**src/pkg/gdls_pkg.sv**
```systemverilog
package gdls_pkg;

  localparam int GDLS_PAIRS = 4;
  localparam int GDLS_REG_W = 8;
  localparam int GDLS_DATA_W = 32;
  localparam int GDLS_ADDR_W = 10;

  // register indices; byte address is four times the index
  localparam logic [7:0] GDLS_IDX_CUR_POL = 8'h3C;
  localparam logic [7:0] GDLS_IDX_CHG_LIM = 8'h3D;
  localparam logic [7:0] GDLS_IDX_SLEW_OVF = 8'h3E;
  localparam logic [7:0] GDLS_IDX_LOOP_CTRL = 8'h40;
  localparam logic [1:0] GDLS_IDX_SHIFT = 2'h0;

  localparam logic [GDLS_REG_W-1:0] GDLS_RST_STATUS = 8'h00;
  localparam logic [GDLS_REG_W-1:0] GDLS_RST_CTRL = 8'h00;

  // loop control fields
  localparam int GDLS_CTRL_MODE_LSB = 0;
  localparam int GDLS_CTRL_LEVEL_LSB = 4;

  localparam logic [1:0] GDLS_RESP_OKAY = 2'h0;
  localparam logic [1:0] GDLS_RESP_DECERR = 2'h3;

  typedef struct packed {
    logic dir;
    logic dir_unknown;
    logic precharge_limit;
    logic predischarge_limit;
    logic fall_slew_overflow;
    logic rise_slew_overflow;
  } gdls_pair_t;

endpackage : gdls_pkg

```
**src/hdl/gdls_status_bank.sv**
```systemverilog
`timescale 1ns/1ps
module gdls_status_bank (
  // clock and reset
  input wire logic clk,
  input wire logic rst_n,
  // loop results, index 0 is pair a
  input wire gdls_pkg::gdls_pair_t loop_in [gdls_pkg::GDLS_PAIRS],
  input wire logic thermal_fault,
  input wire logic watchdog_fault,
  output logic thermal_watchdog_loop_summary,
  // axi4-lite write address
  input wire logic [gdls_pkg::GDLS_ADDR_W-1:0] s_awaddr,
  input wire logic s_awvalid,
  output logic s_awready,
  // axi4-lite write data
  input wire logic [gdls_pkg::GDLS_DATA_W-1:0] s_wdata,
  input wire logic [3:0] s_wstrb,
  input wire logic s_wvalid,
  output logic s_wready,
  // axi4-lite write response
  output logic [1:0] s_bresp,
  output logic s_bvalid,
  input wire logic s_bready,
  // axi4-lite read address
  input wire logic [gdls_pkg::GDLS_ADDR_W-1:0] s_araddr,
  input wire logic s_arvalid,
  output logic s_arready,
  // axi4-lite read data
  output logic [gdls_pkg::GDLS_DATA_W-1:0] s_rdata,
  output logic [1:0] s_rresp,
  output logic s_rvalid,
  input wire logic s_rready
);
  localparam int NP = gdls_pkg::GDLS_PAIRS;
  localparam int RW = gdls_pkg::GDLS_REG_W;
  localparam int AW = gdls_pkg::GDLS_ADDR_W;
  localparam logic [AW-1:0] A_CUR_POL = {gdls_pkg::GDLS_IDX_CUR_POL, gdls_pkg::GDLS_IDX_SHIFT};
  localparam logic [AW-1:0] A_CHG_LIM = {gdls_pkg::GDLS_IDX_CHG_LIM, gdls_pkg::GDLS_IDX_SHIFT};
  localparam logic [AW-1:0] A_SLEW_OVF = {gdls_pkg::GDLS_IDX_SLEW_OVF, gdls_pkg::GDLS_IDX_SHIFT};
  localparam logic [AW-1:0] A_LOOP_CTRL = {gdls_pkg::GDLS_IDX_LOOP_CTRL, gdls_pkg::GDLS_IDX_SHIFT};

  gdls_pkg::gdls_pair_t flags [NP];
  logic [RW-1:0] ctrl_ff;
  logic [NP-1:0] dir, unk, pch, pdch, fslew, rslew, mode, level;
  logic [RW-1:0] stat_pol, stat_chg, stat_slew;

  // per pair flag holders, pair a on the top bit of each half
  for (genvar i = 0; i < NP; i++) begin : g_pair
    gdls_pair_status u_pair (
      .clk(clk),
      .rst_n(rst_n),
      .loop_in(loop_in[i]),
      .polarity_mode(mode[NP-1-i]),
      .half_bridge_level_control(level[NP-1-i]),
      .flags(flags[i])
    );
    assign dir[NP-1-i] = flags[i].dir;
    assign unk[NP-1-i] = flags[i].dir_unknown;
    assign pch[NP-1-i] = flags[i].precharge_limit;
    assign pdch[NP-1-i] = flags[i].predischarge_limit;
    assign fslew[NP-1-i] = flags[i].fall_slew_overflow;
    assign rslew[NP-1-i] = flags[i].rise_slew_overflow;
  end

  assign mode = ctrl_ff[gdls_pkg::GDLS_CTRL_MODE_LSB +: NP];
  assign level = ctrl_ff[gdls_pkg::GDLS_CTRL_LEVEL_LSB +: NP];
  assign stat_pol = {dir, unk};
  assign stat_chg = {pch, pdch};
  assign stat_slew = {fslew, rslew};

  // summary folds in every loop warning
  logic any_warn;
  assign any_warn = |{unk, pch, pdch, fslew, rslew} | thermal_fault | watchdog_fault;

  // write channel; address and data may arrive in either order
  logic aw_held_ff, w_held_ff, awready_ff, wready_ff, bvalid_ff;
  logic [AW-1:0] awaddr_ff;
  logic [gdls_pkg::GDLS_DATA_W-1:0] wdata_ff;
  logic wstrb0_ff;
  logic [1:0] bresp_ff;
  logic aw_fire, w_fire, have_aw, have_w, wr_do;
  logic nxt_aw_held, nxt_w_held, nxt_bvalid;
  logic [AW-1:0] wr_addr;
  logic [RW-1:0] wr_byte;
  logic wr_lane0, wr_ctrl, wr_status, wr_hit;

  assign aw_fire = s_awvalid && awready_ff;
  assign w_fire = s_wvalid && wready_ff;
  assign have_aw = aw_held_ff || aw_fire;
  assign have_w = w_held_ff || w_fire;
  assign wr_do = have_aw && have_w;
  assign nxt_aw_held = have_aw && !wr_do;
  assign nxt_w_held = have_w && !wr_do;
  assign nxt_bvalid = wr_do || (bvalid_ff && !s_bready);
  assign wr_addr = aw_fire ? s_awaddr : awaddr_ff;
  assign wr_byte = w_fire ? s_wdata[RW-1:0] : wdata_ff[RW-1:0];
  assign wr_lane0 = w_fire ? s_wstrb[0] : wstrb0_ff;
  assign wr_ctrl = wr_addr == A_LOOP_CTRL;
  assign wr_status = (wr_addr == A_CUR_POL) || (wr_addr == A_CHG_LIM) || (wr_addr == A_SLEW_OVF);
  // status writes answer okay but store nothing
  assign wr_hit = wr_ctrl || wr_status;

  always_ff @(posedge clk or negedge rst_n) begin
    if (!rst_n) begin
      aw_held_ff <= 1'b0;
      w_held_ff <= 1'b0;
      awready_ff <= 1'b0;
      wready_ff <= 1'b0;
      bvalid_ff <= 1'b0;
      bresp_ff <= gdls_pkg::GDLS_RESP_OKAY;
      awaddr_ff <= '0;
      wdata_ff <= '0;
      wstrb0_ff <= 1'b0;
    end else begin
      aw_held_ff <= nxt_aw_held;
      w_held_ff <= nxt_w_held;
      awready_ff <= !nxt_aw_held && !nxt_bvalid;
      wready_ff <= !nxt_w_held && !nxt_bvalid;
      bvalid_ff <= nxt_bvalid;
      if (aw_fire) awaddr_ff <= s_awaddr;
      if (w_fire) wdata_ff <= s_wdata;
      if (w_fire) wstrb0_ff <= s_wstrb[0];
      if (wr_do) bresp_ff <= wr_hit ? gdls_pkg::GDLS_RESP_OKAY : gdls_pkg::GDLS_RESP_DECERR;
    end
  end

  always_ff @(posedge clk or negedge rst_n) begin
    if (!rst_n) begin
      ctrl_ff <= gdls_pkg::GDLS_RST_CTRL;
    end else if (wr_do && wr_ctrl && wr_lane0) begin
      ctrl_ff <= wr_byte;
    end
  end

  // read channel; one read in flight, reads never disturb flags
  logic arready_ff, rvalid_ff, ar_fire, nxt_rvalid, rd_hit;
  logic [RW-1:0] rd_byte;
  logic [gdls_pkg::GDLS_DATA_W-1:0] rdata_ff;
  logic [1:0] rresp_ff;

  assign ar_fire = s_arvalid && arready_ff;
  assign nxt_rvalid = ar_fire || (rvalid_ff && !s_rready);
  assign rd_hit = (s_araddr == A_CUR_POL) || (s_araddr == A_CHG_LIM) ||
                  (s_araddr == A_SLEW_OVF) || (s_araddr == A_LOOP_CTRL);
  assign rd_byte = (s_araddr == A_CUR_POL) ? stat_pol :
                   (s_araddr == A_CHG_LIM) ? stat_chg :
                   (s_araddr == A_SLEW_OVF) ? stat_slew :
                   (s_araddr == A_LOOP_CTRL) ? ctrl_ff : gdls_pkg::GDLS_RST_STATUS;

  always_ff @(posedge clk or negedge rst_n) begin
    if (!rst_n) begin
      arready_ff <= 1'b0;
      rvalid_ff <= 1'b0;
      rdata_ff <= '0;
      rresp_ff <= gdls_pkg::GDLS_RESP_OKAY;
      thermal_watchdog_loop_summary <= 1'b0;
    end else begin
      arready_ff <= !nxt_rvalid;
      rvalid_ff <= nxt_rvalid;
      if (ar_fire) rdata_ff <= gdls_pkg::GDLS_DATA_W'(rd_byte);
      if (ar_fire) rresp_ff <= rd_hit ? gdls_pkg::GDLS_RESP_OKAY : gdls_pkg::GDLS_RESP_DECERR;
      thermal_watchdog_loop_summary <= any_warn;
    end
  end

  assign s_awready = awready_ff;
  assign s_wready = wready_ff;
  assign s_bvalid = bvalid_ff;
  assign s_bresp = bresp_ff;
  assign s_arready = arready_ff;
  assign s_rvalid = rvalid_ff;
  assign s_rdata = rdata_ff;
  assign s_rresp = rresp_ff;

  // checks
  property p_dir_auto;
    @(posedge clk) disable iff (!rst_n)
    !mode[NP-1] |=> dir[NP-1] == $past(loop_in[0].dir);
  endproperty
  a_dir_auto: assert property (p_dir_auto) else $error("auto direction not tracked");

  property p_dir_manual;
    @(posedge clk) disable iff (!rst_n)
    mode[0] ##1 mode[0] |-> dir[0] == $past(level[0]);
  endproperty
  a_dir_manual: assert property (p_dir_manual) else $error("manual direction wrong");

  property p_unknown;
    @(posedge clk) disable iff (!rst_n)
    1'b1 |=> unk[NP-1] == $past(!mode[NP-1] && loop_in[0].dir_unknown);
  endproperty
  a_unknown: assert property (p_unknown) else $error("unknown warning wrong");

  property p_precharge;
    @(posedge clk) disable iff (!rst_n)
    loop_in[1].precharge_limit |=> stat_chg[RW-2];
  endproperty
  a_precharge: assert property (p_precharge) else $error("precharge flag missing");

  property p_predischarge;
    @(posedge clk) disable iff (!rst_n)
    $rose(loop_in[3].predischarge_limit) |=> stat_chg[0] &&
      stat_chg[RW-NP] == $past(loop_in[3].precharge_limit);
  endproperty
  a_predischarge: assert property (p_predischarge) else $error("predischarge flag wrong");

  property p_fall_slew;
    @(posedge clk) disable iff (!rst_n)
    1'b1 |=> stat_slew[RW-1] == $past(loop_in[0].fall_slew_overflow);
  endproperty
  a_fall_slew: assert property (p_fall_slew) else $error("fall slew flag wrong");

  property p_rise_slew;
    @(posedge clk) disable iff (!rst_n)
    1'b1 |=> stat_slew[NP-1] == $past(loop_in[0].rise_slew_overflow);
  endproperty
  a_rise_slew: assert property (p_rise_slew) else $error("rise slew flag wrong");

  property p_summary;
    @(posedge clk) disable iff (!rst_n)
    $rose(loop_in[2].fall_slew_overflow) |-> ##2 thermal_watchdog_loop_summary;
  endproperty
  a_summary: assert property (p_summary) else $error("summary misses slew warning");

  property p_ro_write;
    @(posedge clk) disable iff (!rst_n)
    wr_do && wr_status |=> ctrl_ff == $past(ctrl_ff) && s_bvalid && s_bresp == gdls_pkg::GDLS_RESP_OKAY;
  endproperty
  a_ro_write: assert property (p_ro_write) else $error("status write not ignored");

  property p_read_pol;
    @(posedge clk) disable iff (!rst_n)
    ar_fire && s_araddr == A_CUR_POL |=> s_rvalid && s_rdata[RW-1:0] == $past(stat_pol);
  endproperty
  a_read_pol: assert property (p_read_pol) else $error("status read wrong");

  c_read_stat: cover property (@(posedge clk) disable iff (!rst_n) ar_fire && s_araddr == A_SLEW_OVF);
  c_write_ctrl: cover property (@(posedge clk) disable iff (!rst_n) wr_do && wr_ctrl);
  c_bad_addr: cover property (@(posedge clk) disable iff (!rst_n) wr_do && !wr_hit);
  c_summary: cover property (@(posedge clk) disable iff (!rst_n) thermal_watchdog_loop_summary);
endmodule : gdls_status_bank

```
**src/hdl/gdls_pair_status.sv**
```systemverilog
`timescale 1ns/1ps
module gdls_pair_status (
  // clock and reset
  input wire logic clk,
  input wire logic rst_n,
  // loop results and control
  input wire gdls_pkg::gdls_pair_t loop_in,
  input wire logic polarity_mode,
  input wire logic half_bridge_level_control,
  // held flags
  output gdls_pkg::gdls_pair_t flags
);
  gdls_pkg::gdls_pair_t nxt_flags;
  gdls_pkg::gdls_pair_t flags_ff;

  // manual mode: direction is commanded, so never unknown
  assign nxt_flags.dir = polarity_mode ? half_bridge_level_control : loop_in.dir;
  assign nxt_flags.dir_unknown = !polarity_mode && loop_in.dir_unknown;
  assign nxt_flags.precharge_limit = loop_in.precharge_limit;
  assign nxt_flags.predischarge_limit = loop_in.predischarge_limit;
  assign nxt_flags.fall_slew_overflow = loop_in.fall_slew_overflow;
  assign nxt_flags.rise_slew_overflow = loop_in.rise_slew_overflow;

  always_ff @(posedge clk or negedge rst_n) begin
    if (!rst_n) begin
      flags_ff <= '0;
    end else begin
      flags_ff <= nxt_flags;
    end
  end

  assign flags = flags_ff;
endmodule : gdls_pair_status

```
**config.mk**
```make
export PLATFORM = sky130hd
export DESIGN_NAME = gdls_status_bank
export DESIGN_NICKNAME = d
export VERILOG_FILES = /design/src/pkg/gdls_pkg.sv /design/src/hdl/gdls_status_bank.sv /design/src/hdl/gdls_pair_status.sv
export SDC_FILE = /design/constraint.sdc
export NUM_CORES = 1
export LEC_CHECK = 0
export BUFFER_PORTS_ARGS = -buffer_cell sky130_fd_sc_hd__buf_2
export CAP_MARGIN = 20
export CELL_PAD_IN_SITES_DETAIL_PLACEMENT = 1
export CELL_PAD_IN_SITES_GLOBAL_PLACEMENT = 1
export CORE_MARGIN = 2
export CORE_UTILIZATION = 36
export DETAILED_ROUTE_END_ITERATION = 7
export PLACE_DENSITY = 0.76
export SYNTH_ARGS = -nofsm -noshare
export SYNTH_HDL_FRONTEND = slang
export SYNTH_SLANG_ARGS = --single-unit
```
**constraint.sdc**
```tcl
create_clock -name clk -period 2.23 [get_ports clk]
set_clock_uncertainty 0.15 [all_clocks]
set_input_delay 0.223 -clock clk [delete_from_list [all_inputs] [get_ports clk]]
set_output_delay 0.223 -clock clk [all_outputs]
set_load 0.02 [all_outputs]
```
==> impl_metrics.tcl, run 1 <==
set metrics [dict create \
    crit_path_max_incr_delay_ps 530 \
    die_y_um 96.4 \
    rsz0062_at_grt "false" \
    clock_sinks 69 \
    total_leakage_power_uw 0.00194 \
    overflow 0 \
    start_util_pct 37.2 \
    critPathRequiredTime_ps 2300 \
    seq_area_frac_synth_pct 56.1 \
    via_count 2501 \
    die_area_um2 9300 \
    grt_pass1_vias 2493 \
    ant_nets 0 \
    viasPerCell 4.88 \
    synth_area_leaders "dfrtp_1, mux2_2, buf_4" \
    worstHoldPathType "input port to flop" \
    n_fill_cell 931 \
    wl_per_cell_um 15.0 \
    fin_setup_tns_ps 0 \
    die-width_um 96.4 \
    register_area_um2 1730 \
    ys_ff_latch 69 \
    crit_path_start_kind "input port" \
    ys_types 40 \
    syn_to_final_growth_pct 35.9 \
    cts_buffers 9 \
    drtIter0Drc 82 \
    clk_pin_slew_ps 70 \
    ios 131 \
    antenna_found_initial 0 \
    hold_viol 0 \
    routed_wl_um 7690 \
    synth_ff_type "dfrtp_1" \
    cts-htree-levels 3 \
    avgSynthCellArea_um2 11.3 \
    drcViolationCount 0 \
    yosysTopAreaCell "dfrtp_1" \
    multi_input_comb_area_um2 1180 \
    cts_tree "yes" \
    detailed_place_hpwl_um 5250 \
    clock_insertion_delay_worst_skew_ps 340 \
    yosysWarnings 0 \
    status "finished clean" \
    drv_cap 0 \
    crit_arrival_ps 2190 \
    synth_common_cells "dfrtp_1, nand2_1, buf_4" \
    async_flop_share_pct 100 \
    vdd_ir_drop_max_uv 598 \
    cp_cell_sequence "dlygate4sd3_1 > buf_2 > and4bb_2 > o221ai_2 > a2111oi_4 > buf_6 > mux2_2" \
    drt_first_pass_iters 4 \
    cts_max_path_buffers 2 \
    slowest_stage "dlygate4sd3_1" \
    globalplace.congestion 0.764 \
    coreArea_um2 8260 \
    synth_most_common_cell "dfrtp_1" \
    io_buffers 79 \
    grt_util_all_layers_pct 17.4 \
    slew_headroom_pct 57.6 \
    rows 33 \
    p_per_area_nw_per_um2 875 \
    max_freq_mhz 470 \
    cp_max_fo 8 \
    synth_area_um2 3080 \
    grt_max_degree 70 \
    synth-edff-count 0 \
    end_kind "flop" \
    min_from "s_wdata[2]" \
    finalCritPeriodShare_pct 95.3 \
    clockRootBuffer "clkbuf_8" \
    slew_viol_final 0 \
    tightest_slew_ps 634 \
    holdWs_ps 21.7 \
    grt_pass1_wl_um 12300 \
    synth_top_area_share_pct 56.1 \
    crit_family "buffers and inverters" \
    fin_crit_ps 2130 \
    n_antenna_cell 0 \
    reg2reg_from "awaddr_ff[7]" \
    startpoint "s_awaddr[0]" \
    nNetsFinal 492 \
    path_buf_inv 3 \
    syn_inst 272 \
    drive_gt1_share_pct 32.6 \
    worstSetupPathType "input port to flop" \
    setup_violations 0 \
]
[worst paths after layout]
| kind | end | slack [ps] | cells after the start |
|---|---|---|---|
| max | ctrl_ff[0] | 100 | 7 |
| min | wdata_ff[2] | 20 | 2 |
| max reg2reg | ctrl_ff[0] | 160 | 5 |
| min reg2reg | s_wready | 330 | 1 |
| max in group asynchronous | s_arready | 1330 | 3 |
| min in group asynchronous | s_wready | 270 | 3 |
[registers in the layout, indices dropped and copies added, names as in the netlist, 8 cells and up]
signal	flops
wdata_ff	8
ctrl_ff	8
awaddr_ff	10
g_pair.u_pair.flags	24
s_rdata	8
[layer usage]
metal	track usage [%]	share of wire, %	up-vias
li1	-	-	1170
met1	23.2	43	1230
met2	28.3	49	82
met3	2.56	4.9	19
met4	7.98	3.2	0
met5	0	0	-
[cells in the final DEF (no fill, tap or decap), types with 5 or more instances in the layout]
master	Yosys	layout
conb_1	1	24
dlygate4sd3_1	0	44
a221oi_1	7	7
nor4_1	5	5
mux2_2	21	21
clkbuf_8	0	9
inv_1	6	6
a21oi_1	9	9
nor2b_1	11	11
nor3_1	19	19
buf_2	0	79
dfrtp_1	69	69
nand2b_1	7	7
nand2_1	30	30
nor2_1	11	11
buf_4	27	8
[cell families after synthesis]
family,count (synthesis),synth area share [%]
other cells,1,0.122
simple gates,106,18.8
compound gates,31,8.14
flops,69,56.1
mux,23,8.34
buf+inv,42,8.42
[what timing repair did]
action	CTS	global route
setup endpoints to repair	0	8
gates resized for setup	0	2
buffers inserted	0	0
hold buffers	44	0
endpoints found under the hold margin	113	0
[per-stage QoR]
| step | power [µW] | setup WS [ps] | utilization (%) | instances | cell area, µm² |
|---|---|---|---|---|---|
| final | 3660 | 104 | 50.6 | 513 | 4180 |
| after global routing | 3890 | 9.49 | 50.6 | 513 | 4180 |
| after CTS | 3690 | 42.1 | 50.5 | 513 | 4170 |
| after detailed placement | 2640 | 87.4 | 42.9 | 453 | 3540 |
| after global placement | 2600 | 117 | 42.9 | 453 | 3540 |
| after floorplan | 2330 | 99.8 | - | 295 | 3160 |
[power breakdown]
part | internal [µW] | total (µW) | switching, µW | leakage [µW]
clock | 510 | 981 | 471 | 0.0000987
sequential | 1550 | 1720 | 170 | 0.000831
combinational | 423 | 959 | 536 | 0.00101
[cell type report]
cell class | count | share of cell area [%]
clock buffer | 9 | 2.96
clock inverter | 7 | 1.59
inverter | 6 | 0.539
multi-input combinational | 184 | 28.3
sequential | 69 | 41.3
tap | 105 | 3.14
timing repair buffer | 133 | 22.2
Power figures use the tool's default switching activity.
==> inputs of run 2 (changes only) <==
--- a/config.mk
+++ b/config.mk
@@ -10,9 +10,10 @@
 export CELL_PAD_IN_SITES_DETAIL_PLACEMENT = 1
 export CELL_PAD_IN_SITES_GLOBAL_PLACEMENT = 1
 export CORE_MARGIN = 2
-export CORE_UTILIZATION = 36
+export CORE_UTILIZATION = 35
 export DETAILED_ROUTE_END_ITERATION = 7
-export PLACE_DENSITY = 0.76
+export PLACE_DENSITY = 0.75
 export SYNTH_ARGS = -nofsm -noshare
 export SYNTH_HDL_FRONTEND = slang
+export SYNTH_HIERARCHICAL = 1
 export SYNTH_SLANG_ARGS = --single-unit
==> run 2 against run 1 <==
Against the previous run:
- sequential share of layout area rose by 0.82 points
- count of clock-buffer cells in the layout rose by 1
- power fell by 9.0%
- synthesized area fell by 2.4%
- non-clock buffer count rose by 1
- maximum frequency fell by 2.5%
- worst setup slack got worse by 55 ps
- cell area fell by 1.9%
- sequential power fell by 3%
- hold slack got worse by 3.7 ps
- first-iteration DRC count fell by 22%
- largest power group unchanged
==> impl_metrics.tcl, run 2 <==
set metrics [dict create \
    avgSynthCellArea_um2 11.2 \
    final_util_pct 49.6 \
    end_kind "flop" \
    final_cell_mix "buf_2, dfrtp_1, dlygate4sd3_1, nand2_1, conb_1" \
    grt_pass1_wl_um 13100 \
    clock_insertion_delay_worst_skew_ps 330 \
    p_total_uw 3330 \
    worstSetupPathType "input port to flop" \
    antenna_found_initial 0 \
    p_per_area_nw_per_um2 812 \
    die_area_um2 9330 \
    cp_max_fo 8 \
    io_buffers 79 \
    cp_cell_sequence "dlygate4sd3_1 > buf_2 > nor4b_2 > and3_1 > a31oi_1 > nor4b_4 > buf_6 > mux2_2" \
    crit_cells 8 \
    n_fill_cell 931 \
    synth_top_area_share_pct 57.5 \
    clockRootBuffer "clkbuf_8" \
    slew_headroom_pct 53.8 \
    grt_pass1_vias 2641 \
    synth_area_leaders "dfrtp_1, buf_4, mux2_2" \
    synth_area_um2 3000 \
    slowest_stage "dlygate4sd3_1" \
    overflow 0 \
    drive_gt1_share_pct 33.0 \
    startpoint "s_awaddr[7]" \
    worstHoldPathType "input port to flop" \
    drtIter0Drc 64 \
    start_util_pct 36.3 \
    reg2reg_from "s_awready" \
    die_y_um 96.6 \
    r2r_slack_ps 160 \
    ys_types 33 \
    fin_setup_tns_ps 0 \
    synth-edff-count 0 \
    setup_violations 0 \
    cts-htree-levels 3 \
    viasPerCell 4.73 \
    tightest_slew_ps 692 \
    routed_wl_um 7850 \
    synth_most_common_cell "dfrtp_1" \
    coreArea_um2 8260 \
    cp-endpoint "ctrl_ff[4]" \
    hold_depth 2 \
    vdd_ir_drop_max_uv 439 \
    finalCritPeriodShare_pct 97.8 \
    ys_ff_latch 69 \
    synth_common_cells "dfrtp_1, nand2_1, buf_4" \
    cts_tree "yes" \
    total_leakage_power_uw 0.00196 \
    drcViolationCount 0 \
    syn_inst 269 \
    min_from "s_wdata[5]" \
    globalplace.congestion 0.809 \
    async_flop_share_pct 100 \
    cts_buffers 9 \
    via_count 2416 \
    crit_family "buffers and inverters" \
    ff2ff_path_depth 6 \
    fin_crit_ps 2180 \
    crit_arrival_ps 2240 \
    r2r-end "ctrl_ff[4]" \
    largest_reg_flops 24 \
    ant_nets 0 \
    grt_util_all_layers_pct 17.6 \
    postLayoutSetupSlackWorst_ps 49.1 \
    yosysWarnings 6 \
    grt_max_degree 31 \
    detailed_place_hpwl_um 5340 \
    n_antenna_cell 0 \
    path_buf_inv 3 \
    status "finished clean" \
    hold_viol 0 \
    holdWs_ps 18.0 \
    max_freq_mhz 459 \
    cts_max_path_buffers 2 \
    clock_sinks 69 \
    slew_viol_final 0 \
    crit_path_max_incr_delay_ps 550 \
    post-place-ws_ps 143 \
    yosysTopAreaCell "dfrtp_1" \
    die-width_um 96.6 \
    syn_to_final_growth_pct 36.6 \
    final_common_cell "buf_2" \
    clk_pin_slew_ps 70 \
    rsz0062_at_grt "false" \
    crit_path_start_kind "input port" \
    drv_cap 0 \
    wl_per_cell_um 15.4 \
    seq_area_frac_synth_pct 57.5 \
    ios 131 \
    rows 33 \
    synth_ff_type "dfrtp_1" \
    nNetsFinal 491 \
    drt_first_pass_iters 4 \
    critPathRequiredTime_ps 2290 \
]
## run 2: changes by cell type after synthesis, moves of 3 or more
cell and change:
a221oi_1 -7, a21oi_1 +3, nand2_1 +5, nor2_1 -9
inv_1 +8, mux2_2 -4, nand2b_1 -7, nor3_1 -10
and2b_2 +4, mux2_4 +5, nor2b_1 -10, or3_1 +7
o2111ai_1 +8, o21ai_0 +18
## run 2: timing repair
item | in CTS | in global routing
hold endpoints to repair | 71 | 0
resized for setup | 0 | 2
setup endpoints to repair | 0 | 8
hold buffers | 45 | 0
setup buffers | 0 | 0
## run 2: kinds of logic after synthesis
group / count (synthesis) / synth area share (%)
and+or+nand+nor: 79 / 14.2
DFF: 69 / 57.5
AOI/OAI and AO/OA: 49 / 9.92
buffers and inverters: 49 / 9.38
muxes: 22 / 8.88
other: 1 / 0.125
## run 2: final cells by class
type | instances | area, µm² | share of cell area (%)
clock buffers | 10 | 138 | 3.36
clock inverters | 5 | 27.5 | 0.672
inverters | 14 | 52.6 | 1.28
multi-input cells | 174 | 1090 | 26.5
flip-flops and latches | 69 | 1730 | 42.1
well taps | 105 | 131 | 3.21
repair buffers | 134 | 937 | 22.9
## run 2: how the worst min path moves through the flow
stage | end | slack (ps)
after CTS | wdata_ff[5] | 3
final | wdata_ff[5] | 20
after floorplan | aw_held_ff | -220
after detailed placement | s_bvalid | 150
after global routing | wdata_ff[5] | 9
after global placement | s_bvalid | 130
## run 2: metrics by stage
stage | instances | instance area, µm²
finish | 511 | 4100
global route | 511 | 4100
CTS | 511 | 4090
detailed placement | 451 | 3470
global placement | 451 | 3470
floorplan | 292 | 3090
## run 2: worst register-to-register path, stage by stage (launching register included)
cell	delay (ps)
dfrtp_1	410
nand2_2	90
mux2_4	300
o21bai_1	210
nor4b_4	280
buf_6	180
mux2_2	340
## run 2: report_power, final
group	leakage, µW	internal, µW	switching [µW]	total, µW
sequential	0.000844	1510	149	1660
clock	0.0000877	420	445	864
combinational	0.00103	381	423	803
## run 2: metal layers
metal	wire [µm]	GRT usage [%]
met1	3170	20.0
met2	4090	31.9
met3	474	5.49
met4	121	4.77
met5	0	0
